### config.mk
export PLATFORM = sky130hd
export DESIGN_NAME = pmc_monitor
export DESIGN_NICKNAME = d
export VERILOG_FILES = /design/src/design/pmc_lat_track.v /design/src/design/pmc_monitor.v
export VERILOG_INCLUDE_DIRS = /design/src /design/src/design
export SDC_FILE = /design/constraint.sdc
export NUM_CORES = 1
export LEC_CHECK = 0
export ABC_AREA = 1
export BUFFER_PORTS_ARGS = -buffer_cell sky130_fd_sc_hd__buf_2
export CORE_ASPECT_RATIO = 1.4
export CORE_MARGIN = 2
export CORE_UTILIZATION = 30
export CTS_CLUSTER_SIZE = 30
export DETAILED_ROUTE_END_ITERATION = 8
export PLACE_DENSITY = 0.53
export SYNTH_ARGS = -nofsm -noshare
export SYNTH_HDL_FRONTEND = slang
export SYNTH_SLANG_ARGS = --single-unit
### constraint.sdc
create_clock -name pclk -period 2.1 [get_ports pclk]
set_input_delay 0.21 -clock pclk [delete_from_list [all_inputs] [get_ports pclk]]
set_output_delay 0.21 -clock pclk [all_outputs]
set_load 0.05 [all_outputs]
### src/design/pmc_defs.vh
// register map, field positions and reset values of the write-side monitor channel 0
`ifndef PMC_DEFS_VH
`define PMC_DEFS_VH

`define PMC_ADDR_W          12
`define PMC_OFF_CONTROL     12'h0800
`define PMC_OFF_WR_DATA     12'h0810
`define PMC_OFF_WR_STALL    12'h0814
`define PMC_OFF_WR_LAT      12'h0818

`define PMC_BIT_ENABLE      0
`define PMC_BIT_FREEZE      4
`define PMC_BIT_CLEAR       8
`define PMC_SEL_LSB         16
`define PMC_SEL_W           4

`define PMC_CNT_W           32
`define PMC_LAT_W           16
`define PMC_NUM_CH          12

`define PMC_RST_WORD        32'h0000_0000
`define PMC_CNT_MAX         32'hFFFF_FFFF

`endif

### src/design/pmc_lat_track.v
// saturating tracker of the longest request-to-start wait of one transfer stream
`timescale 1ns/1ps
module pmc_lat_track #(
  parameter LAT_W = 16
) (
  input  wire             pclk,
  input  wire             presetn,
  input  wire             clear,
  input  wire             active,
  input  wire             req,
  input  wire             start,
  output reg  [LAT_W-1:0] max_lat
);

  localparam [LAT_W-1:0] LAT_TOP  = {LAT_W{1'b1}};
  localparam [LAT_W-1:0] LAT_ZERO = {LAT_W{1'b0}};

  reg [LAT_W-1:0] cur_lat;

  // ----------------------------------------------------------------
  // current wait and recorded maximum
  // ----------------------------------------------------------------
  always @(posedge pclk or negedge presetn) begin
    if (!presetn) begin
      cur_lat <= LAT_ZERO;
      max_lat <= LAT_ZERO;
    end else if (clear) begin
      // only the software clear empties the maximum
      cur_lat <= LAT_ZERO;
      max_lat <= LAT_ZERO;
    end else if (active) begin
      if (start) begin
        cur_lat <= LAT_ZERO;
        if (cur_lat > max_lat) begin
          max_lat <= cur_lat;
        end
      end else if (req && cur_lat != LAT_TOP) begin
        // hold at the top instead of wrapping
        cur_lat <= cur_lat + 1'b1;
      end
    end
  end

endmodule // pmc_lat_track

### src/design/pmc_monitor.v
// write-side performance monitor channel 0 with its apb register slave
//
// Overview of operation
// maximum-latency counter saturates at its top value instead of wrapping.
// maximum latency is cleared only by writing one to the counter clear bit.
// all counters advance once per bus clock cycle of the monitored stream.
// read-only 32-bit write data cycle count at 0x810.
// read-only 32-bit write stall cycle count at 0x814.
// write maximum latency at 0x818, 16-bit field in bits 15:0, read/write; writes are accepted but leave the field unchanged.
// latency field keeps the largest request-to-start wait seen since clear.
// clear bit set to one clears counters; zero does nothing; reads zero.
// freeze bit 0 resets counters on overflow; 1 freezes them before overflow.
// channel select picks which dma channel this monitor observes.
// counting happens only while the enable bit is one.
// latency register bits 31:16 read zero and ignore writes.
`timescale 1ns/1ps
`include "pmc_defs.vh"
module pmc_monitor #(
  parameter NUM_CH = `PMC_NUM_CH,
  parameter SEL_W  = `PMC_SEL_W,
  parameter CNT_W  = `PMC_CNT_W,
  parameter LAT_W  = `PMC_LAT_W
) (
  input  wire              pclk,
  input  wire              presetn,
  input  wire              psel,
  input  wire              penable,
  input  wire              pwrite,
  input  wire [31:0]       paddr,
  input  wire [31:0]       pwdata,
  output reg  [31:0]       prdata,
  output reg               pready,
  output reg               pslverr,
  input  wire [NUM_CH-1:0] dma_wr_req,
  input  wire [NUM_CH-1:0] dma_wr_start,
  input  wire [NUM_CH-1:0] dma_wr_data_cycle,
  input  wire [NUM_CH-1:0] dma_wr_stall_cycle
);

  localparam [CNT_W-1:0] CNT_TOP  = {CNT_W{1'b1}};
  localparam [CNT_W-1:0] CNT_ZERO = {CNT_W{1'b0}};

  // ----------------------------------------------------------------
  // helpers
  // ----------------------------------------------------------------
  // picks the line of the observed dma channel; out-of-range reads zero
  function pick;
    input [NUM_CH-1:0] lines;
    input [SEL_W-1:0]  sel;
    begin
      pick = (sel < NUM_CH) ? lines[sel] : 1'b0;
    end
  endfunction

  // ----------------------------------------------------------------
  // control state
  // ----------------------------------------------------------------
  reg              monitor0_enable;
  reg              monitor0_overflow_freeze;
  reg [SEL_W-1:0]  monitor0_channel_select;
  reg [CNT_W-1:0]  ch0_write_data_cycle_count;
  reg [CNT_W-1:0]  ch0_write_stall_cycle_count;
  wire [LAT_W-1:0] ch0_write_max_latency;

  wire [`PMC_ADDR_W-1:0] offset = paddr[`PMC_ADDR_W-1:0];
  wire access   = psel && penable && !pready;
  wire complete = psel && penable && pready;
  wire wr_ctrl  = complete && pwrite && (offset == `PMC_OFF_CONTROL);
  wire monitor0_counter_clear = wr_ctrl && pwdata[`PMC_BIT_CLEAR];

  // ----------------------------------------------------------------
  // observed stream
  // ----------------------------------------------------------------
  wire sel_req   = pick(dma_wr_req, monitor0_channel_select);
  wire sel_start = pick(dma_wr_start, monitor0_channel_select);
  wire sel_data  = pick(dma_wr_data_cycle, monitor0_channel_select);
  wire sel_stall = pick(dma_wr_stall_cycle, monitor0_channel_select);

  // both counters stop once either reaches all-ones when freezing is chosen, so the next
  // increment never wraps and the latency record stops with them
  wire at_top  = (ch0_write_data_cycle_count == CNT_TOP) ||
                 (ch0_write_stall_cycle_count == CNT_TOP);
  wire frozen  = monitor0_overflow_freeze && at_top;
  wire counting = monitor0_enable && !frozen;
  wire data_ovf  = sel_data && (ch0_write_data_cycle_count == CNT_TOP);
  wire stall_ovf = sel_stall && (ch0_write_stall_cycle_count == CNT_TOP);
  wire wrap_reset = counting && !monitor0_overflow_freeze && (data_ovf || stall_ovf);

  // ----------------------------------------------------------------
  // control register
  // ----------------------------------------------------------------
  reg             next_enable;
  reg             next_freeze;
  reg [SEL_W-1:0] next_select;

  always @* begin
    next_enable = monitor0_enable;
    next_freeze = monitor0_overflow_freeze;
    next_select = monitor0_channel_select;
    if (wr_ctrl) begin
      // every field comes from one write, there is no partial update
      next_enable = pwdata[`PMC_BIT_ENABLE];
      next_freeze = pwdata[`PMC_BIT_FREEZE];
      next_select = pwdata[`PMC_SEL_LSB +: SEL_W];
    end
  end

  always @(posedge pclk or negedge presetn) begin
    if (!presetn) begin
      monitor0_enable          <= 1'b0;
      monitor0_overflow_freeze <= 1'b0;
      monitor0_channel_select  <= {SEL_W{1'b0}};
    end else begin
      monitor0_enable          <= next_enable;
      monitor0_overflow_freeze <= next_freeze;
      monitor0_channel_select  <= next_select;
    end
  end

  // ----------------------------------------------------------------
  // data and stall cycle counters
  // ----------------------------------------------------------------
  // next values are formed apart from the flip-flops so that the
  // priority of clear, wrap and count reads in one place
  reg [CNT_W-1:0] next_data_count;
  reg [CNT_W-1:0] next_stall_count;

  always @* begin
    next_data_count  = ch0_write_data_cycle_count;
    next_stall_count = ch0_write_stall_cycle_count;
    if (monitor0_counter_clear || wrap_reset) begin
      // clear wins over a count in the same cycle
      next_data_count  = CNT_ZERO;
      next_stall_count = CNT_ZERO;
    end else if (counting) begin
      if (sel_data) begin
        next_data_count = ch0_write_data_cycle_count + 1'b1;
      end
      if (sel_stall) begin
        next_stall_count = ch0_write_stall_cycle_count + 1'b1;
      end
    end
  end

  always @(posedge pclk or negedge presetn) begin
    if (!presetn) begin
      ch0_write_data_cycle_count  <= CNT_ZERO;
      ch0_write_stall_cycle_count <= CNT_ZERO;
    end else begin
      ch0_write_data_cycle_count  <= next_data_count;
      ch0_write_stall_cycle_count <= next_stall_count;
    end
  end

  // ----------------------------------------------------------------
  // maximum initiation latency
  // ----------------------------------------------------------------
  pmc_lat_track #(
    .LAT_W (LAT_W)
  ) u_lat (
    .pclk    (pclk),
    .presetn (presetn),
    .clear   (monitor0_counter_clear),
    .active  (counting),
    .req     (sel_req),
    .start   (sel_start),
    .max_lat (ch0_write_max_latency)
  );

  // ----------------------------------------------------------------
  // apb slave: one wait state, answer registered
  // ----------------------------------------------------------------
  // the answer is registered so every output leaves a flip-flop; the
  // price is one fixed wait state on each transfer
  reg [31:0] next_prdata;
  reg        next_pslverr;

  always @* begin
    next_prdata  = `PMC_RST_WORD;
    next_pslverr = 1'b0;
    case (offset)
      `PMC_OFF_CONTROL: begin
        // clear bit always reads zero
        next_prdata[`PMC_BIT_ENABLE]            = monitor0_enable;
        next_prdata[`PMC_BIT_FREEZE]            = monitor0_overflow_freeze;
        next_prdata[`PMC_SEL_LSB +: SEL_W]      = monitor0_channel_select;
      end
      `PMC_OFF_WR_DATA: begin
        next_prdata[CNT_W-1:0] = ch0_write_data_cycle_count;
        next_pslverr = pwrite;
      end
      `PMC_OFF_WR_STALL: begin
        next_prdata[CNT_W-1:0] = ch0_write_stall_cycle_count;
        next_pslverr = pwrite;
      end
      `PMC_OFF_WR_LAT: begin
        // writes accepted but change nothing; upper half reads zero
        next_prdata[LAT_W-1:0] = ch0_write_max_latency;
      end
      default: begin
        next_pslverr = 1'b1;
      end
    endcase
  end

  always @(posedge pclk or negedge presetn) begin
    if (!presetn) begin
      pready  <= 1'b0;
      pslverr <= 1'b0;
      prdata  <= `PMC_RST_WORD;
    end else if (access) begin
      pready  <= 1'b1;
      pslverr <= next_pslverr;
      prdata  <= pwrite ? `PMC_RST_WORD : next_prdata;
    end else begin
      pready  <= 1'b0;
      pslverr <= 1'b0;
      prdata  <= `PMC_RST_WORD;
    end
  end

endmodule // pmc_monitor

---- Word-level counts from Yosys, hierarchy flattened ----
Cells that the tools add are included.
cells by class
  add/subtract/negate cells ............... 3
  order comparisons ....................... 3
  eq/ne operators ......................... 7
  multiplexer cells ....................... 37
  reductions and logical operators ........ 32
operators by type and width
  cell                                                         count
  2-to-1 mux 32 bit                                            8
  2-to-1 mux 16 bit                                            8
  adder 32 x 1 -> 32 bit (second input constant)               2
  equality test 32 bit (second input constant)                 2
  equality test 12 bit (second input constant)                 4
  one-hot mux 11 bit (3 select lines)                          1
  one-hot mux 12 bit (2 select lines)                          1
  adder 16 x 1 -> 16 bit (second input constant)               1
  binary-select mux 1 bit (select 4 bit)                       4
  greater-than comparator 16 bit                               1
  != test 16 bit (second input constant)                       1
  logical AND 1 bit                                            13
  one-hot mux 4 bit (3 select lines)                           1
  nonzero test 2 bit                                           6
  2-to-1 mux 1 bit                                             10
  one-hot mux 3 bit (3 select lines)                           1
  one-hot mux 1 bit (4 select lines)                           2
  AND reduction 2 bit                                          3
  less-than comparator 4 x 5 -> 1 bit (second input constant)  1
  less-than comparator 4 bit (second input constant)           1
  OR reduction 2 bit                                           2
  zero test 1 bit                                              3
  logical OR 1 bit                                             3
  AND reduction 3 bit                                          1
  2 further kinds                                              2
storage, ports and cells
  register bits ........................... 136
  bits of input ports ..................... 117
  output and inout port bits .............. 34
  word-level logic and storage cells ...... 92

---- Longest topological paths before layout ----
  depth after elaboration ................. 10
  depth in mapped cells ................... 17
  gate-level depth less buffers ........... 15

---- Cells and area by module ----
A second synthesis with hierarchy kept.
unflattened totals
  cells, all modules ...................... 1285
  area total of the unflattened synthesis .. 8851.0 um^2
by module, submodules not included
  module         instances  cells an instance  area an instance (um^2)  seq. area each (um^2)
  pmc_monitor    1          995                6695.2                   2602.5
  pmc_lat_track  1          290                2155.8                   800.8

---- Worst setup path before layout ----
Ideal clock, no wire load.
  path type ............................... reg2reg
  from .................................... reg pready
  to ...................................... reg u_lat.max_lat[0]
  setup time .............................. 0.117 ns
  arrival ................................. 1.897 ns
  slack ................................... 0.087 ns
  cell stages (with the launch flop) ...... 11
  buffers on the path ..................... 1
  cell sequence ........................... dfrtp_1 nand4_1 inv_1 nand2_2 nor2_1 inv_1 nand2_2 nand2_4 buf_6 nand2_1 nand2_1
between the ends
  word-level cells in the longest chain between the ends .. 6
RTL lines
  what                                  line                RTL
  from (decl)                           pmc_monitor.v:32    output reg pready,
  from (signal assigned)                pmc_monitor.v:208   pready <= 1'b0;
  from (signal assigned)                pmc_monitor.v:212   pready <= 1'b1;
  from (signal assigned)                pmc_monitor.v:216   pready <= 1'b0;
  logical AND 1 bit *                   pmc_monitor.v:67    wire complete = psel && penable && pready;
  logical AND 1 bit * (2 in series)     pmc_monitor.v:68    wire wr_ctrl = complete && pwrite && (offset == `PMC_OFF_CONTROL);
  logical AND 1 bit *                   pmc_monitor.v:69    wire monitor0_counter_clear = wr_ctrl && pwdata[`PMC_BIT_CLEAR];
  nonzero test 2 bit (no source line)   n/a
  AND reduction 3 bit (no source line)  n/a
  to (signal assigned)                  pmc_lat_track.v:35  max_lat <= cur_lat;
  to (decl)                             pmc_lat_track.v:12  output reg [LAT_W-1:0] max_lat
Mark *: on every way between the ends. The rest lies on a longest branch, timed or not.
A chain may end at the register's enable or synchronous reset.

---- Worst setup path after layout ----
  from .................................... reg ch0_write_stall_cycle_count[1]
  to ...................................... reg u_lat.max_lat[15]
between the ends
  word-level cells in the longest chain between the ends .. 7
RTL lines
  what                                  line               RTL
  from (decl)                           pmc_monitor.v:62   reg [CNT_W-1:0] ch0_write_stall_cycle_count;
  from (signal assigned)                pmc_monitor.v:151  ch0_write_stall_cycle_count <= next_stall_count;
  equality test 32 bit                  pmc_monitor.v:82   (ch0_write_stall_cycle_count == CNT_TOP);
  logical OR 1 bit                      pmc_monitor.v:81   wire at_top = (ch0_write_data_cycle_count == CNT_TOP) ||
  logical AND 1 bit                     pmc_monitor.v:83   wire frozen = monitor0_overflow_freeze && at_top;
  zero test 1 bit                       pmc_monitor.v:84   wire counting = monitor0_enable && !frozen;
  logical AND 1 bit                     pmc_monitor.v:84
  nonzero test 2 bit (no source line)   n/a
  AND reduction 3 bit (no source line)  n/a
Every way passes these cells.

==> impl_metrics.env <==
export IMPL_grt_ovfl_total=0
export IMPL_core_rowCount=75
export IMPL_drc=0
export IMPL_setup_viol=0
export IMPL_timing_max_cap_violations=0
export IMPL_p_per_area_mw_per_mm2=556
export IMPL_crit_path_end_kind="flop"
export IMPL_finalMaxSlewViolations=0
export IMPL_fp_coreArea_mm2=0.0297
export IMPL_numCtsBuffers=17
export IMPL_grt_pass1_vias=8925
export IMPL_p_comb_frac=0.045
export IMPL_synth_async_reset_ratio=1.00
export IMPL_synthDistinctLibCells=48
export IMPL_r2r_end="u_lat.max_lat[15]$_DFFE_PN0P_"
export IMPL_antenna_cells=0
export IMPL_synth_seq_cells=136
export IMPL_swShare=0.212
export IMPL_arrival_ns=2.35
export IMPL_critical_path_class="flop to flop"
export IMPL_fin_skew_ns=0.00933
export IMPL_clk_pin_slew_worst_paths_ns=0.06
export IMPL_synth_area_top_cells="dfrtp_1 (38%), nand2_1 (16%), inv_1 (6.5%), nor2_1 (5.5%), nand3_1 (4.9%)"
export IMPL_die_x_um=150
export IMPL_leakage_nw=6.34
export IMPL_cp_required_ns=2.42
export IMPL_root_buffer="clkbuf_16"
export IMPL_irDropWorstVdd_mv=0.542
export IMPL_clockBufferDepth=2
export IMPL_yosys_area_top_type="dfrtp_1"
export IMPL_via_per_inst=4.90
export IMPL_cp_cell_sequence="ha_4 > nand3_4 > nor3_4 > nand2_2 > nor2_4 > nor2_2 > nand2_2 > nand3_4 > inv_4 > nor2_8 > buf_6 > nand3b_1 > nand2_1"
export IMPL_place_gp_congestion=0.891
export IMPL_drt_total_wl_mm=31.1
export IMPL_crit_path_max_incr_delay_ns=0.40
export IMPL_p_int_mw=5.23
export IMPL_netlist_area_mm2=0.00900
export IMPL_drt_iter0_markers=616
export IMPL_syn_nets=1421
export IMPL_synth_top_cell_area_share=0.378
export IMPL_total_power_mw=6.64
export IMPL_nNetsFinal=1630
export IMPL_drtAntennaViolNets=0
export IMPL_grt_antenna_before_repair=0
export IMPL_first_pass_iters=5
export IMPL_cp_max_fo=10
export IMPL_grt_pass1_wl_mm=47.0
export IMPL_dr_total_vias=9271
export IMPL_min_path_cells=2
export IMPL_areaGrowthSynthToFinish_pct=32.6
export IMPL_syn_mean_instance_area_um2=7.00
export IMPL_drive_gt1_frac=0.234
export IMPL_dieArea_mm2=0.0314
export IMPL_cpMaxStageDelayCell="dfrtp_1"
export IMPL_hp_class="primary input to flop"
export IMPL_io_buffers=105
export IMPL_rrSetupSlack_ns=0.07
export IMPL_postLayoutSetupSlackWorst_ns=0.0708
export IMPL_worstReg2RegStart="ch0_write_stall_cycle_count[1]$_DFFE_PN0P_"
export IMPL_post_place_ws_ns=0.0144
export IMPL_slew_headroom=0.655
export IMPL_ys_seq_area_frac=0.378
export IMPL_power_frac_seq=0.396
export IMPL_grt_total_usage=0.193
export IMPL_top_layer="met4"
export IMPL_power_share_clock=0.558
export IMPL_hp_start="pwdata[17]"
export IMPL_fin_crit_ns=2.03
export IMPL_start_util=0.302
export IMPL_power_switching_mw=1.41
export IMPL_io_pins=151
export IMPL_wl_met2_mm=16.6
export IMPL_cts_tree="done"
export IMPL_tns_ns=0
export IMPL_clock_latency_ns=0.43
export IMPL_fmax_ghz=0.493
export IMPL_met1_length_mm=12.4
export IMPL_synthFlopType="dfrtp_1"
export IMPL_synth_cells=1285
export IMPL_cts_sinks=136
export IMPL_ys_warn_count=0
export IMPL_instances_no_fill=1891
export IMPL_htreeDepth=4
export IMPL_worst_slew_pin_slew_ns=0.513
export IMPL_status="completed"
export IMPL_route_met3_wl_um=953
export IMPL_dp_cells=1843
export IMPL_synth_edf_count=0
export IMPL_wl_per_cell_um=16.4
export IMPL_crit_path_start_kind="flop"
export IMPL_min_to="monitor0_channel_select[1]$_DFFE_PN0N_"
export IMPL_ff2ff_path_depth=13
export IMPL_hold_viol=0
export IMPL_die_h_um=209
export IMPL_finalCritPeriodShare=0.966
export IMPL_hpwl_mm=22.7
export IMPL_grt_max_degree=45
export IMPL_rsz0062_at_grt="true"
-- sequential cells by signal, summed over array words and instances (netlist names) --
register                     count
ch0_write_data_cycle_count      32
ch0_write_stall_cycle_count     32
prdata                          32
u_lat.cur_lat                   16
u_lat.max_lat                   16
monitor0_channel_select          4
monitor0_enable                  1
monitor0_overflow_freeze         1
pready                           1
pslverr                          1
-- layout make-up --
class | instances | area [um2]
clock buffer | 19 | 443
clock inverter | 12 | 270
fill | 3092 | 17800
inverter | 161 | 614
multi-input combinational | 939 | 4930
sequential | 136 | 3410
tap | 385 | 482
timing repair buffer | 239 | 1790
-- worst max-delay path, delay by kind of cell, from the launching register on --
kind	cells	cell delay [ns]
simple gates	10	1.08
buf+inv	2	0.25
flops	1	0.40
fa+ha+maj	1	0.17
-- repair_timing --
action,4_1_cts,5_1_grt
gates resized for setup,0,69
setup endpoints to repair,0,96
endpoints found under the hold margin,42,0
hold buffers,3,0
buffers inserted,0,6
-- worst max-delay path by stage --
stage	from	endpoint	slack [ns]	cells past startpoint
2_1_floorplan	pready$_DFF_PN0_	u_lat.max_lat[0]$_DFFE_PN0P_	0.09	10
3_3_place_gp	ch0_write_stall_cycle_count[0]$_DFFE_PN0P_	ch0_write_data_cycle_count[21]$_DFFE_PN0P_	0.03	11
3_5_place_dp	ch0_write_data_cycle_count[0]$_DFFE_PN0P_	ch0_write_stall_cycle_count[5]$_DFFE_PN0P_	0.01	12
4_1_cts	monitor0_channel_select[0]$_DFFE_PN0N_	u_lat.cur_lat[12]$_DFFE_PN0P_	0.007	13
5_1_grt	ch0_write_stall_cycle_count[1]$_DFFE_PN0P_	u_lat.max_lat[15]$_DFFE_PN0P_	-0.08	13
6_report	ch0_write_stall_cycle_count[1]$_DFFE_PN0P_	u_lat.max_lat[15]$_DFFE_PN0P_	0.07	13
-- layer usage --
layer / track usage / up-vias
met1: 0.223 / 4408
met4: 0.0830 / 0
met5: 0 / -
met3: 0.0258 / 64
met2: 0.349 / 223
li1: - / 4576
-- power by group through the flow --
| stage | Combinational, mW | Sequential (mW) | Clock, mW |
|---|---|---|---|
| 6_report | 0.301 | 2.63 | 3.71 |
| 5_1_grt | 0.337 | 2.63 | 3.86 |
| 4_1_cts | 0.296 | 2.63 | 3.77 |
| 3_5_place_dp | 0.291 | 2.68 | 0 |
| 3_3_place_gp | 0.288 | 2.68 | 0 |
| 2_1_floorplan | 0.0975 | 2.69 | 0 |
-- cells in the final DEF (no fill, tap or decap), drive strengths merged, types with 6 or more instances in the layout --
master	n
o21ai	47
clkbuf	24
dfrtp	136
nand3	89
a31oi	6
a21oi	37
buf	231
ha	19
bufinv	8
nand3b	20
o22ai	18
nor3	36
xor2	36
mux2	6
inv	161
nand4	68
nand2	392
nor2	137
-- cells in the mapped netlist, drive strengths merged (14+ instances only) --
library cell,instances
nand2,391
inv,160
nor2,137
dfrtp,136
nand3,89
nand4,68
o21ai,47
a21oi,37
buf,36
nor3,36
xor2,36
nand3b,20
ha,19
o22ai,18
clkbuf,14
-- cell families (layout without fill, tap and decap cells) --
| group | after synthesis | after routing | share of synthesized area |
|---|---|---|---|
| multiplexers | 6 | 6 | 0.00751 |
| AND/OR/NAND/NOR | 756 | 757 | 0.378 |
| buffers and inverters | 211 | 431 | 0.0964 |
| flip-flops | 136 | 136 | 0.378 |
| XOR/XNOR | 41 | 41 | 0.0399 |
| adder cells (fa/ha/maj) | 19 | 19 | 0.0264 |
| AO/OA/AOI/OAI | 116 | 116 | 0.0740 |
-- stage by stage --
step | hold slack (ns) | utilization | area, um2
CTS | 0.000274 | 0.386 | 11500
finish | 0.0175 | 0.401 | 11900
global placement | 0.160 | 0.361 | 10700
floorplan | -0.0856 | - | 9000
global route | 0.00561 | 0.401 | 11900
detailed placement | 0.163 | 0.361 | 10700
No activity file was read; power rests on OpenSTA's default activity.
